===== config.mk =====
export PLATFORM = sky130hd
export DESIGN_NAME = swid_master
export DESIGN_NICKNAME = d
export VERILOG_FILES = /design/src/logic/swid_pkg.sv /design/src/logic/swid_master.sv
export SDC_FILE = /design/constraint.sdc
export NUM_CORES = 1
export LEC_CHECK = 0
export BUFFER_PORTS_ARGS = -buffer_cell sky130_fd_sc_hd__buf_2
export CAP_MARGIN = 20
export CELL_PAD_IN_SITES_DETAIL_PLACEMENT = 0
export CELL_PAD_IN_SITES_GLOBAL_PLACEMENT = 2
export CORE_MARGIN = 1
export CORE_UTILIZATION = 34
export CTS_BUF_LIST = sky130_fd_sc_hd__clkbuf_4
export CTS_CLUSTER_SIZE = 20
export DETAILED_ROUTE_END_ITERATION = 10
export GPL_TIMING_DRIVEN = 0
export PLACE_DENSITY_LB_ADDON = 0.1
export SLEW_MARGIN = 10
export SYNTH_ARGS = -nofsm -noshare
export SYNTH_HDL_FRONTEND = slang
export SYNTH_SLANG_ARGS = --single-unit

===== constraint.sdc =====
create_clock -name i_clock -period 2.45 [get_ports i_clock]
set_input_delay 0.3675 -clock i_clock [delete_from_list [all_inputs] [get_ports i_clock]]
set_output_delay 0.3675 -clock i_clock [all_outputs]
set_load 0.02 [all_outputs]

===== src/logic/swid_pkg.sv =====
// Constants for the single-wire identification bus master
package swid_pkg;
  // Overview of operation
  // - CRC-8 polynomial x8+x5+x4+1, XOR feedback
  // - CRC starts zero, LSB first over 56
  // - Master checks code: CRC over 64 gives zero
  // - Master leaves line high when idle
  // - Master falling edge starts every slot
  // - Standard speed at most 16.3 kbps
  // - Transaction starts with reset and presence
  // - Master sends one 8-bit ROM command
  // - Read only with a single slave
  // - Search bit: true, complement, master write
  // - Both reads zero means branch point
  // - One code per pass, reset each pass
  // - Reset pulse low at least 480 us
  // - Write zero low 60-120, one 1-15 us
  localparam int CLK_MHZ = 250;
  localparam int RESET_LOW_US = 480;
  localparam int RESET_HIGH_US = 480;
  localparam int PRESENCE_SAMPLE_US = 70;
  localparam int SLOT_US = 70;
  localparam int WRITE_ZERO_LOW_US = 65;
  localparam int WRITE_ONE_LOW_US = 6;
  localparam int READ_LOW_US = 6;
  localparam int READ_SAMPLE_US = 13;
  localparam int RECOVERY_US = 5;
  localparam int RESET_LOW_CYC = RESET_LOW_US * CLK_MHZ;
  localparam int RESET_HIGH_CYC = RESET_HIGH_US * CLK_MHZ;
  localparam int PRESENCE_SAMPLE_CYC = PRESENCE_SAMPLE_US * CLK_MHZ;
  localparam int SLOT_CYC = SLOT_US * CLK_MHZ;
  localparam int WRITE_ZERO_LOW_CYC = WRITE_ZERO_LOW_US * CLK_MHZ;
  localparam int WRITE_ONE_LOW_CYC = WRITE_ONE_LOW_US * CLK_MHZ;
  localparam int READ_LOW_CYC = READ_LOW_US * CLK_MHZ;
  localparam int READ_SAMPLE_CYC = READ_SAMPLE_US * CLK_MHZ;
  localparam int RECOVERY_CYC = RECOVERY_US * CLK_MHZ;
  localparam logic [7:0] CMD_READ = 8'h33;
  localparam logic [7:0] CMD_SEARCH = 8'hF0;
  localparam logic [7:0] CRC_POLY_REFL = 8'h8C;
  localparam int CODE_BITS = 64;
  localparam int CMD_BITS = 8;
  typedef enum logic [1:0] {SWID_OP_RESET, SWID_OP_READ, SWID_OP_SEARCH} swid_op_t;
endpackage : swid_pkg


===== src/logic/swid_master.sv =====
// Bus master that resets, reads and searches single-wire identification devices
`timescale 1ns/1ns
module swid_master
  import swid_pkg::*;
#(
  parameter int RESET_LOW = RESET_LOW_CYC,
  parameter int RESET_HIGH = RESET_HIGH_CYC,
  parameter int PRES_SAMPLE = PRESENCE_SAMPLE_CYC,
  parameter int SLOT = SLOT_CYC,
  parameter int W0_LOW = WRITE_ZERO_LOW_CYC,
  parameter int W1_LOW = WRITE_ONE_LOW_CYC,
  parameter int R_LOW = READ_LOW_CYC,
  parameter int R_SAMPLE = READ_SAMPLE_CYC,
  parameter int RECOVERY = RECOVERY_CYC
)
(
  input wire logic i_clock,
  input wire logic i_rst_n,
  input wire logic i_start,
  input wire logic [1:0] i_op,
  input wire logic [63:0] i_search_path,
  input wire logic i_line,
  output logic o_line_oe,
  output logic o_line_out,
  output logic o_busy,
  output logic o_done,
  output logic o_presence,
  output logic [63:0] o_code,
  output logic o_crc_ok,
  output logic [63:0] o_branch_zero
);

  typedef enum logic [3:0] {
    ST_IDLE, ST_RST_LOW, ST_RST_WAIT, ST_RST_HIGH,
    ST_CMD, ST_READ, ST_SRCH_T, ST_SRCH_C, ST_SRCH_W, ST_FINISH
  } swid_state_t;

  typedef enum logic [1:0] {SL_WRITE, SL_READ} swid_slot_t;

  function automatic logic [7:0] swid_crc_step(input logic [7:0] crc, input logic b);
    logic fb;
    fb = crc[0] ^ b;
    swid_crc_step = (crc >> 1) ^ (fb ? CRC_POLY_REFL : 8'h00);
  endfunction : swid_crc_step

  swid_state_t state_q;
  logic line_s1_q;
  logic line_s2_q;
  logic [31:0] cnt_q;
  logic slot_act_q;
  swid_slot_t slot_kind_q;
  logic slot_bit_q;
  logic slot_rx_q;
  logic slot_done_q;
  logic [6:0] idx_q;
  logic [7:0] cmd_q;
  logic [1:0] op_q;
  logic [63:0] path_q;
  logic bit_t_q;
  logic [7:0] crc_q;

  // Two-flop synchroniser on the line
  always_ff @(posedge i_clock)
  begin
    if (!i_rst_n)
    begin
      line_s1_q <= 1'b1;
      line_s2_q <= 1'b1;
    end
    else
    begin
      line_s1_q <= i_line;
      line_s2_q <= line_s1_q;
    end
  end

  // Slot engine: falling edge, hold low, sample, recover
  always_ff @(posedge i_clock)
  begin
    if (!i_rst_n)
    begin
      cnt_q <= 32'h0000_0000;
      o_line_oe <= 1'b0;
      o_line_out <= 1'b0;
      slot_done_q <= 1'b0;
      slot_rx_q <= 1'b1;
    end
    else
    begin
      slot_done_q <= 1'b0;
      if (slot_act_q)
      begin
        cnt_q <= cnt_q + 32'h0000_0001;
        // Count 0 is a spare cycle so a finishing sequencer stops before a new edge
        if (cnt_q == 32'h0000_0001)
          o_line_oe <= 1'b1;
        if (slot_kind_q == SL_WRITE)
        begin
          if (cnt_q == 32'(slot_bit_q ? W1_LOW : W0_LOW))
            o_line_oe <= 1'b0;
        end
        else
        begin
          if (cnt_q == 32'(R_LOW))
            o_line_oe <= 1'b0;
          if (cnt_q == 32'(R_SAMPLE))
            slot_rx_q <= line_s2_q;
        end
        if (cnt_q == 32'(SLOT + RECOVERY))
        begin
          cnt_q <= 32'h0000_0000;
          slot_done_q <= 1'b1;
        end
      end
      else if (state_q == ST_RST_LOW || state_q == ST_RST_WAIT || state_q == ST_RST_HIGH)
      begin
        o_line_oe <= (state_q == ST_RST_LOW) && (cnt_q < 32'(RESET_LOW));
        cnt_q <= (state_q == ST_RST_WAIT) ? cnt_q : cnt_q + 32'h0000_0001;
        if (state_q == ST_RST_LOW && cnt_q == 32'(RESET_LOW + PRES_SAMPLE))
          cnt_q <= 32'h0000_0000;
        if (state_q == ST_RST_HIGH && cnt_q == 32'(RESET_HIGH))
          cnt_q <= 32'h0000_0000;
      end
      else
      begin
        cnt_q <= 32'h0000_0000;
        o_line_oe <= 1'b0;
      end
    end
  end

  // Transaction sequencer
  always_ff @(posedge i_clock)
  begin
    if (!i_rst_n)
    begin
      state_q <= ST_IDLE;
      slot_act_q <= 1'b0;
      slot_kind_q <= SL_WRITE;
      slot_bit_q <= 1'b1;
      idx_q <= 7'h00;
      cmd_q <= 8'h00;
      op_q <= 2'h0;
      path_q <= 64'h0000_0000_0000_0000;
      bit_t_q <= 1'b0;
      crc_q <= 8'h00;
      o_busy <= 1'b0;
      o_done <= 1'b0;
      o_presence <= 1'b0;
      o_code <= 64'h0000_0000_0000_0000;
      o_crc_ok <= 1'b0;
      o_branch_zero <= 64'h0000_0000_0000_0000;
    end
    else
    begin
      o_done <= 1'b0;
      unique case (state_q)
        ST_IDLE:
        begin
          if (i_start)
          begin
            op_q <= i_op;
            path_q <= i_search_path;
            cmd_q <= (i_op == 2'(SWID_OP_SEARCH)) ? CMD_SEARCH : CMD_READ;
            o_busy <= 1'b1;
            o_presence <= 1'b0;
            o_crc_ok <= 1'b0;
            state_q <= ST_RST_LOW;
          end
        end
        ST_RST_LOW:
        begin
          if (cnt_q == 32'(RESET_LOW + PRES_SAMPLE))
          begin
            o_presence <= ~line_s2_q;
            state_q <= ST_RST_HIGH;
          end
        end
        ST_RST_WAIT:
          state_q <= ST_RST_HIGH;
        ST_RST_HIGH:
        begin
          if (cnt_q == 32'(RESET_HIGH))
          begin
            idx_q <= 7'h00;
            crc_q <= 8'h00;
            if (!o_presence || op_q == 2'(SWID_OP_RESET))
              state_q <= ST_FINISH;
            else
            begin
              state_q <= ST_CMD;
              slot_act_q <= 1'b1;
              slot_kind_q <= SL_WRITE;
              slot_bit_q <= cmd_q[0];
            end
          end
        end
        ST_CMD:
        begin
          if (slot_done_q)
          begin
            idx_q <= idx_q + 7'h01;
            slot_bit_q <= cmd_q[3'(idx_q + 7'h01)];
            if (idx_q == 7'(CMD_BITS - 1))
            begin
              idx_q <= 7'h00;
              slot_kind_q <= SL_READ;
              state_q <= (op_q == 2'(SWID_OP_SEARCH)) ? ST_SRCH_T : ST_READ;
            end
          end
        end
        ST_READ:
        begin
          if (slot_done_q)
          begin
            o_code[6'(idx_q)] <= slot_rx_q;
            crc_q <= swid_crc_step(crc_q, slot_rx_q);
            idx_q <= idx_q + 7'h01;
            if (idx_q == 7'(CODE_BITS - 1))
            begin
              slot_act_q <= 1'b0;
              state_q <= ST_FINISH;
            end
          end
        end
        ST_SRCH_T:
        begin
          if (slot_done_q)
          begin
            bit_t_q <= slot_rx_q;
            state_q <= ST_SRCH_C;
          end
        end
        ST_SRCH_C:
        begin
          if (slot_done_q)
          begin
            o_branch_zero[6'(idx_q)] <= ~bit_t_q & ~slot_rx_q;
            slot_kind_q <= SL_WRITE;
            if (!bit_t_q && !slot_rx_q)
              slot_bit_q <= path_q[6'(idx_q)];
            else
              slot_bit_q <= bit_t_q;
            state_q <= ST_SRCH_W;
          end
        end
        ST_SRCH_W:
        begin
          if (slot_done_q)
          begin
            o_code[6'(idx_q)] <= slot_bit_q;
            crc_q <= swid_crc_step(crc_q, slot_bit_q);
            slot_kind_q <= SL_READ;
            idx_q <= idx_q + 7'h01;
            state_q <= (idx_q == 7'(CODE_BITS - 1)) ? ST_FINISH : ST_SRCH_T;
            if (idx_q == 7'(CODE_BITS - 1))
              slot_act_q <= 1'b0;
          end
        end
        ST_FINISH:
        begin
          slot_act_q <= 1'b0;
          o_crc_ok <= o_presence && (op_q != 2'(SWID_OP_RESET)) && (crc_q == 8'h00);
          o_busy <= 1'b0;
          o_done <= 1'b1;
          state_q <= ST_IDLE;
        end
        default:
          state_q <= ST_IDLE;
      endcase
    end
  end

endmodule : swid_master


== Yosys cells after proc, flatten, opt, wreduce, memory -nomap -nowiden ==
Index checks and enable logic that the tools add are counted.
Widths: inputs -> output; s select.

* Flip-flop bits (word level): 267
* Input port bits: 70
* Output and inout port bits: 134

* $add $sub $neg: 2
* Magnitude comparators: 4
* Equal/unequal tests: 34
* Multiplexer cells: 77
* Bitwise logic cells: 9
* Reductions and logical operators: 41

{| class="wikitable"
|+ Operators by type and width
! operator !! count
|-
| $bwmux 64 || 3
|-
| $mux 32 || 6
|-
| $mux 64 || 2
|-
| $pmux 64 s2 || 1
|-
| $mux 4 || 12
|-
| $mux 8 || 6
|-
| $pmux 4 s9 || 1
|-
| $add 32x1->32 const B || 1
|-
| $eq 32x1->1 const B || 1
|-
| $eq 32x11->1 const B || 1
|-
| $eq 32x12->1 const B || 1
|-
| $eq 32x14->1 || 1
|-
| $eq 32x15->1 const B || 1
|-
| $eq 32x17->1 const B || 1
|-
| $eq 32x18->1 const B || 1
|-
| $lt 32x17->1 const B || 1
|-
| $mux 7 || 4
|-
| $pmux 8 s3 || 1
|-
| $mux 1 || 23
|-
| $pmux 7 s3 || 1
|-
| $ne 2x2->1 const B || 9
|-
| $eq 4x3->1 const B || 4
|-
| $xor 7x8->8 || 2
|-
| $mux 14 || 1
|-
| 38 further kinds || 82
|}

== Depth between registers and ports, before layout ==
* Depth after elaboration: 7
* Gate-level depth with buffers: 9
* Depth with buffers taken out: 8

== Worst setup path before layout ==
No wires, ideal clock.

* Path type: reg2reg
* Start: register idx_q[1]
* End: register slot_bit_q
* Data arrival time: 2.001 ns
* Data required time: 2.328 ns
* Slack: 0.327 ns
* Cell stages (with the launch flop): 8
* Path buffers: 0
* Clock period less this slack: 2.123 ns
* Cell sequence: dfxtp_1 > ha_1 > mux2_2 > mux2i_1 > or3_1 > a21oi_1 > or4b_1 > a221o_1

* Word-level cells in the longest chain between the ends: 5
* Elaborated cells between the ends (all ways): 9
* Classes of those cells: 1 x add/sub; 8 x mux

{| class="wikitable"
|+ Ends and longest elaborated chain
! what !! line !! source
|-
| start, declared || swid_master.sv:55 || <nowiki>logic [6:0] idx_q;</nowiki>
|-
| start signal, assigned || swid_master.sv:202 || <nowiki>idx_q <= idx_q + 7'h01;</nowiki>
|-
| start signal, assigned || swid_master.sv:218 || <nowiki>idx_q <= idx_q + 7'h01;</nowiki>
|-
| start signal, assigned || swid_master.sv:254 || <nowiki>idx_q <= idx_q + 7'h01;</nowiki>
|-
| $add 7x1->7 or $bmux 1 s6 (tied branches) || n/a ||
|-
| $bmux 1 s3 or $mux 1 (tied branches) || swid_master.sv:203, swid_master.sv:241 ||
|-
| $mux 1 (on tied branches) || swid_master.sv:203, swid_master.sv:240 ||
|-
| $mux 1 (on tied branches) || swid_master.sv:200, swid_master.sv:236 ||
|-
| $pmux 1 s3 (*) || swid_master.sv:157 || <nowiki>unique case (state_q)</nowiki>
|-
| end signal, assigned || swid_master.sv:194 || <nowiki>slot_bit_q <= cmd_q[0];</nowiki>
|-
| end signal, assigned || swid_master.sv:203 || <nowiki>slot_bit_q <= cmd_q[3'(idx_q + 7'h01)];</nowiki>
|-
| end signal, assigned || swid_master.sv:241 || <nowiki>slot_bit_q <= path_q[6'(idx_q)];</nowiki>
|-
| end, declared || swid_master.sv:52 || <nowiki>logic slot_bit_q;</nowiki>
|}

Mark *: on every way between the ends. The rest lies on a longest branch, timed or not. The select of a mux whose other input is x is not followed.
A chain may end at the register's enable or synchronous reset.

== Worst setup path in the final report ==
Ends and elaborated chain as after synthesis.

==> results.toml <==
[place]
finalWeightedCongestion = 0.868
place_ws_ps = -535
postPlaceCellArea_um2 = 13300
place_inst = 2050
port_buffers = 201
place.detailed.hpwl_mm = 29.3

[logic_synthesis]
ys_seq_area_share_pct = 44.6
synth.area.top_cells = "dfxtp_1, a21oi_1, nand2_1"
synth_top_area_cell = "dfxtp_1"
netlist.area_leader.share_pct = 44.6
synthFlopType = "dfxtp_1"
ys_seq_elements = 261
yosysUniqueCellTypes = 88
synth_edf_count = 0
synthesis.nets = 1473
syn_area_per_cell_um2 = 8.39
synth_cells = 1398
synthArstFlopShare_pct = 0
synth_warnings = 0
synth_area_um2 = 11700

[setup_path]
arrival_ps = 2980
cp.required_ps = 3000
reg2reg_depth = 8
cp-end-kind = "flop"
critical_path_class = "reg -> reg"
reg2reg_from = "idx_q[1]"
startpoint_type = "flop"
worstReg2RegEnd = "slot_bit_q"
r2r_slack_ps = 20
crit_fanout = 10

[global_route]
grt_pass1_vias = 11200
antenna_found_initial = 1
grt_util_met2_pct = 37.6
grt_max_degree = 11
busiest_layer = "met2"
grt_use_total_pct = 23.5
overflow = 0
grt.met1_usage_pct = 31.4
grt_pass1_wl_mm = 64.4
use_met3_pct = 4.45

[final_layout]
area_delta_synth_final_pct = 31.4
layout_common_cells = "dfxtp_1, a21oi_1, buf_2, nand2_1, nor2_1"
design_area_um2 = 15400
nets = 1832
final_layout_size_suffix_gt1_share_pct = 27.0
fill_cells = 3556
final_cells = 2264
utilization_pct = 45.7
final_common_cell = "dfxtp_1"

[timing]
final.setup.tns_ps = 0
fin_hold_ws_ps = 290
final.period_utilization_pct = 99.1
grt_setup_unrepaired = "true"
slew_viol_final = 0
tightest_slew_ps = 1090
skew_ps = 50.9
fin_ws_ps = 21.5
fmax_ghz = 0.412
setup_viol = 0
hold_violations = 0
relSlewSlack_pct = 26.9
min_period_ps = 2430

[power_and_ir_drop]
finalPower_mw = 10.7
power_leakage_nw = 6.16
ir_drop_v = 0.000353
p_per_area_nw_per_um2 = 692

[die]
die_w_um = 188
initial_utilization_pct = 34.8
rows = 67
io_pins = 204
die_h_um = 188
fp.coreArea_um2 = 33700
dieArea_um2 = 35200

[clock_tree]
cts.clk_slew.worst_paths_ps = 70
cts_made_buffers = 77
clockBufferDepth = 3
cts_tree = "yes"
root_buffer = "clkbuf_4"
insertion_delay_ps = 710
clock-sinks = 261
ctsHtreeMaxLevel = 3

[routing]
drc_errors = 0
firstDrtPassIters = 5
drt-initial-drc-count = 561
vias = 11700
viasPerCell = 5.16
ant_nets = 0
drt_wl_total_mm = 42.1
drt-wirelength-per-cell_um = 18.6

[outcome]
status = "finished clean"

[min_path]
hold_path_class = "in -> reg"
hold_start = "i_rst_n"
whs_path_depth = 3
hold_end = "cnt_q[0]"

[run]
drv_cap = 0
[worst max-delay path, stage by stage (launching register included)]
cell,delay (ps)
dfxtp_1,330
buf_6,150
and2_1,160
buf_6,150
a221o_1,320
a21oi_2,210
o22ai_1,120
or4_4,540
a221o_1,300
[power breakdown]
part / internal [mW] / switching, mW / total (mW)
logic: 0.658 / 1.08 / 1.74
registers: 4.53 / 0.169 / 4.70
clock network: 2.31 / 1.92 / 4.24
total: 7.50 / 3.17 / 10.7
[how the worst max path moves through the flow]
stage                    start                to  depth (start not counted)
floorplan             idx_q[1]        slot_bit_q                          7
global placement      idx_q[2]  o_branch_zero[8]                          7
detailed placement    idx_q[0]        o_code[39]                          7
CTS                 state_q[3]  o_branch_zero[8]                          8
global route          idx_q[1]        slot_bit_q                          8
finish                idx_q[1]        slot_bit_q                          8
[state kept, by name, indices dropped and copies added, names as in the netlist]
register and cells:
o_code 64, slot_rx_q 1, o_branch_zero 64, line_s2_q 1
slot_done_q 1, o_crc_ok 1, crc_q 8, cmd_q 3
slot_kind_q 1, op_q 2, o_busy 1, o_line_oe 1
idx_q 7, state_q 4, path_q 64, line_s1_q 1
bit_t_q 1, cnt_q 32, slot_act_q 1, o_done 1
o_presence 1, slot_bit_q 1
[cell usage after synthesis, drive strengths merged (8+ instances only)]
library cell  count
a211oi           64
clkbuf           58
inv              10
nand4            15
dfxtp           261
nor3             36
xnor2            17
o22ai             8
and3             12
mux2i            15
xor2             17
and2              8
nor2            153
nand2b           10
buf              44
nor2b            13
nand2           195
nor4             13
nand3            26
a31oi             9
o21ai            85
a21oi           232
[layout make-up]
cell class,instances,area [um^2],share of cell area [%]
Multi-Input combinational cell,1024,6210,40.3
Sequential cell,261,5230,33.9
Timing Repair Buffer,284,1840,11.9
Clock buffer,120,901,5.85
Tap cell,448,561,3.64
Buffer,99,538,3.49
Clock inverter,16,90.1,0.585
Inverter,10,41.3,0.268
Antenna cell,2,5.00,0.0325
[layer usage]
| metal | routed length [um] | vias up |
|---|---|---|
| met5 | 0 | - |
| met4 | 996 | 0 |
| met3 | 2270 | 82 |
| met2 | 19400 | 362 |
| met1 | 19500 | 5486 |
| li1 | - | 5754 |
[what timing repair did]
action	4_1_cts	5_1_grt
gates resized for setup	43	54
buffers inserted	2	10
hold buffers	67	0
endpoints found under the setup margin	227	147
hold endpoints to repair	69	0
pin swaps	2	10
[logic make-up (layout without fill, tap and decap cells)]
kind of cell | count (synthesis) | count (layout) | synth area share (%)
AOI/OAI and AO/OA | 444 | 444 | 22.2
xor gates and xnor gates | 34 | 34 | 2.70
adders and majority gates | 5 | 5 | 0.534
buffers and inverters | 113 | 529 | 4.62
DFF | 261 | 261 | 44.6
muxes | 24 | 24 | 2.50
other | 1 | 3 | 0.0320
and+or+nand+nor | 516 | 516 | 22.9
(Power assumes the default switching activity.)
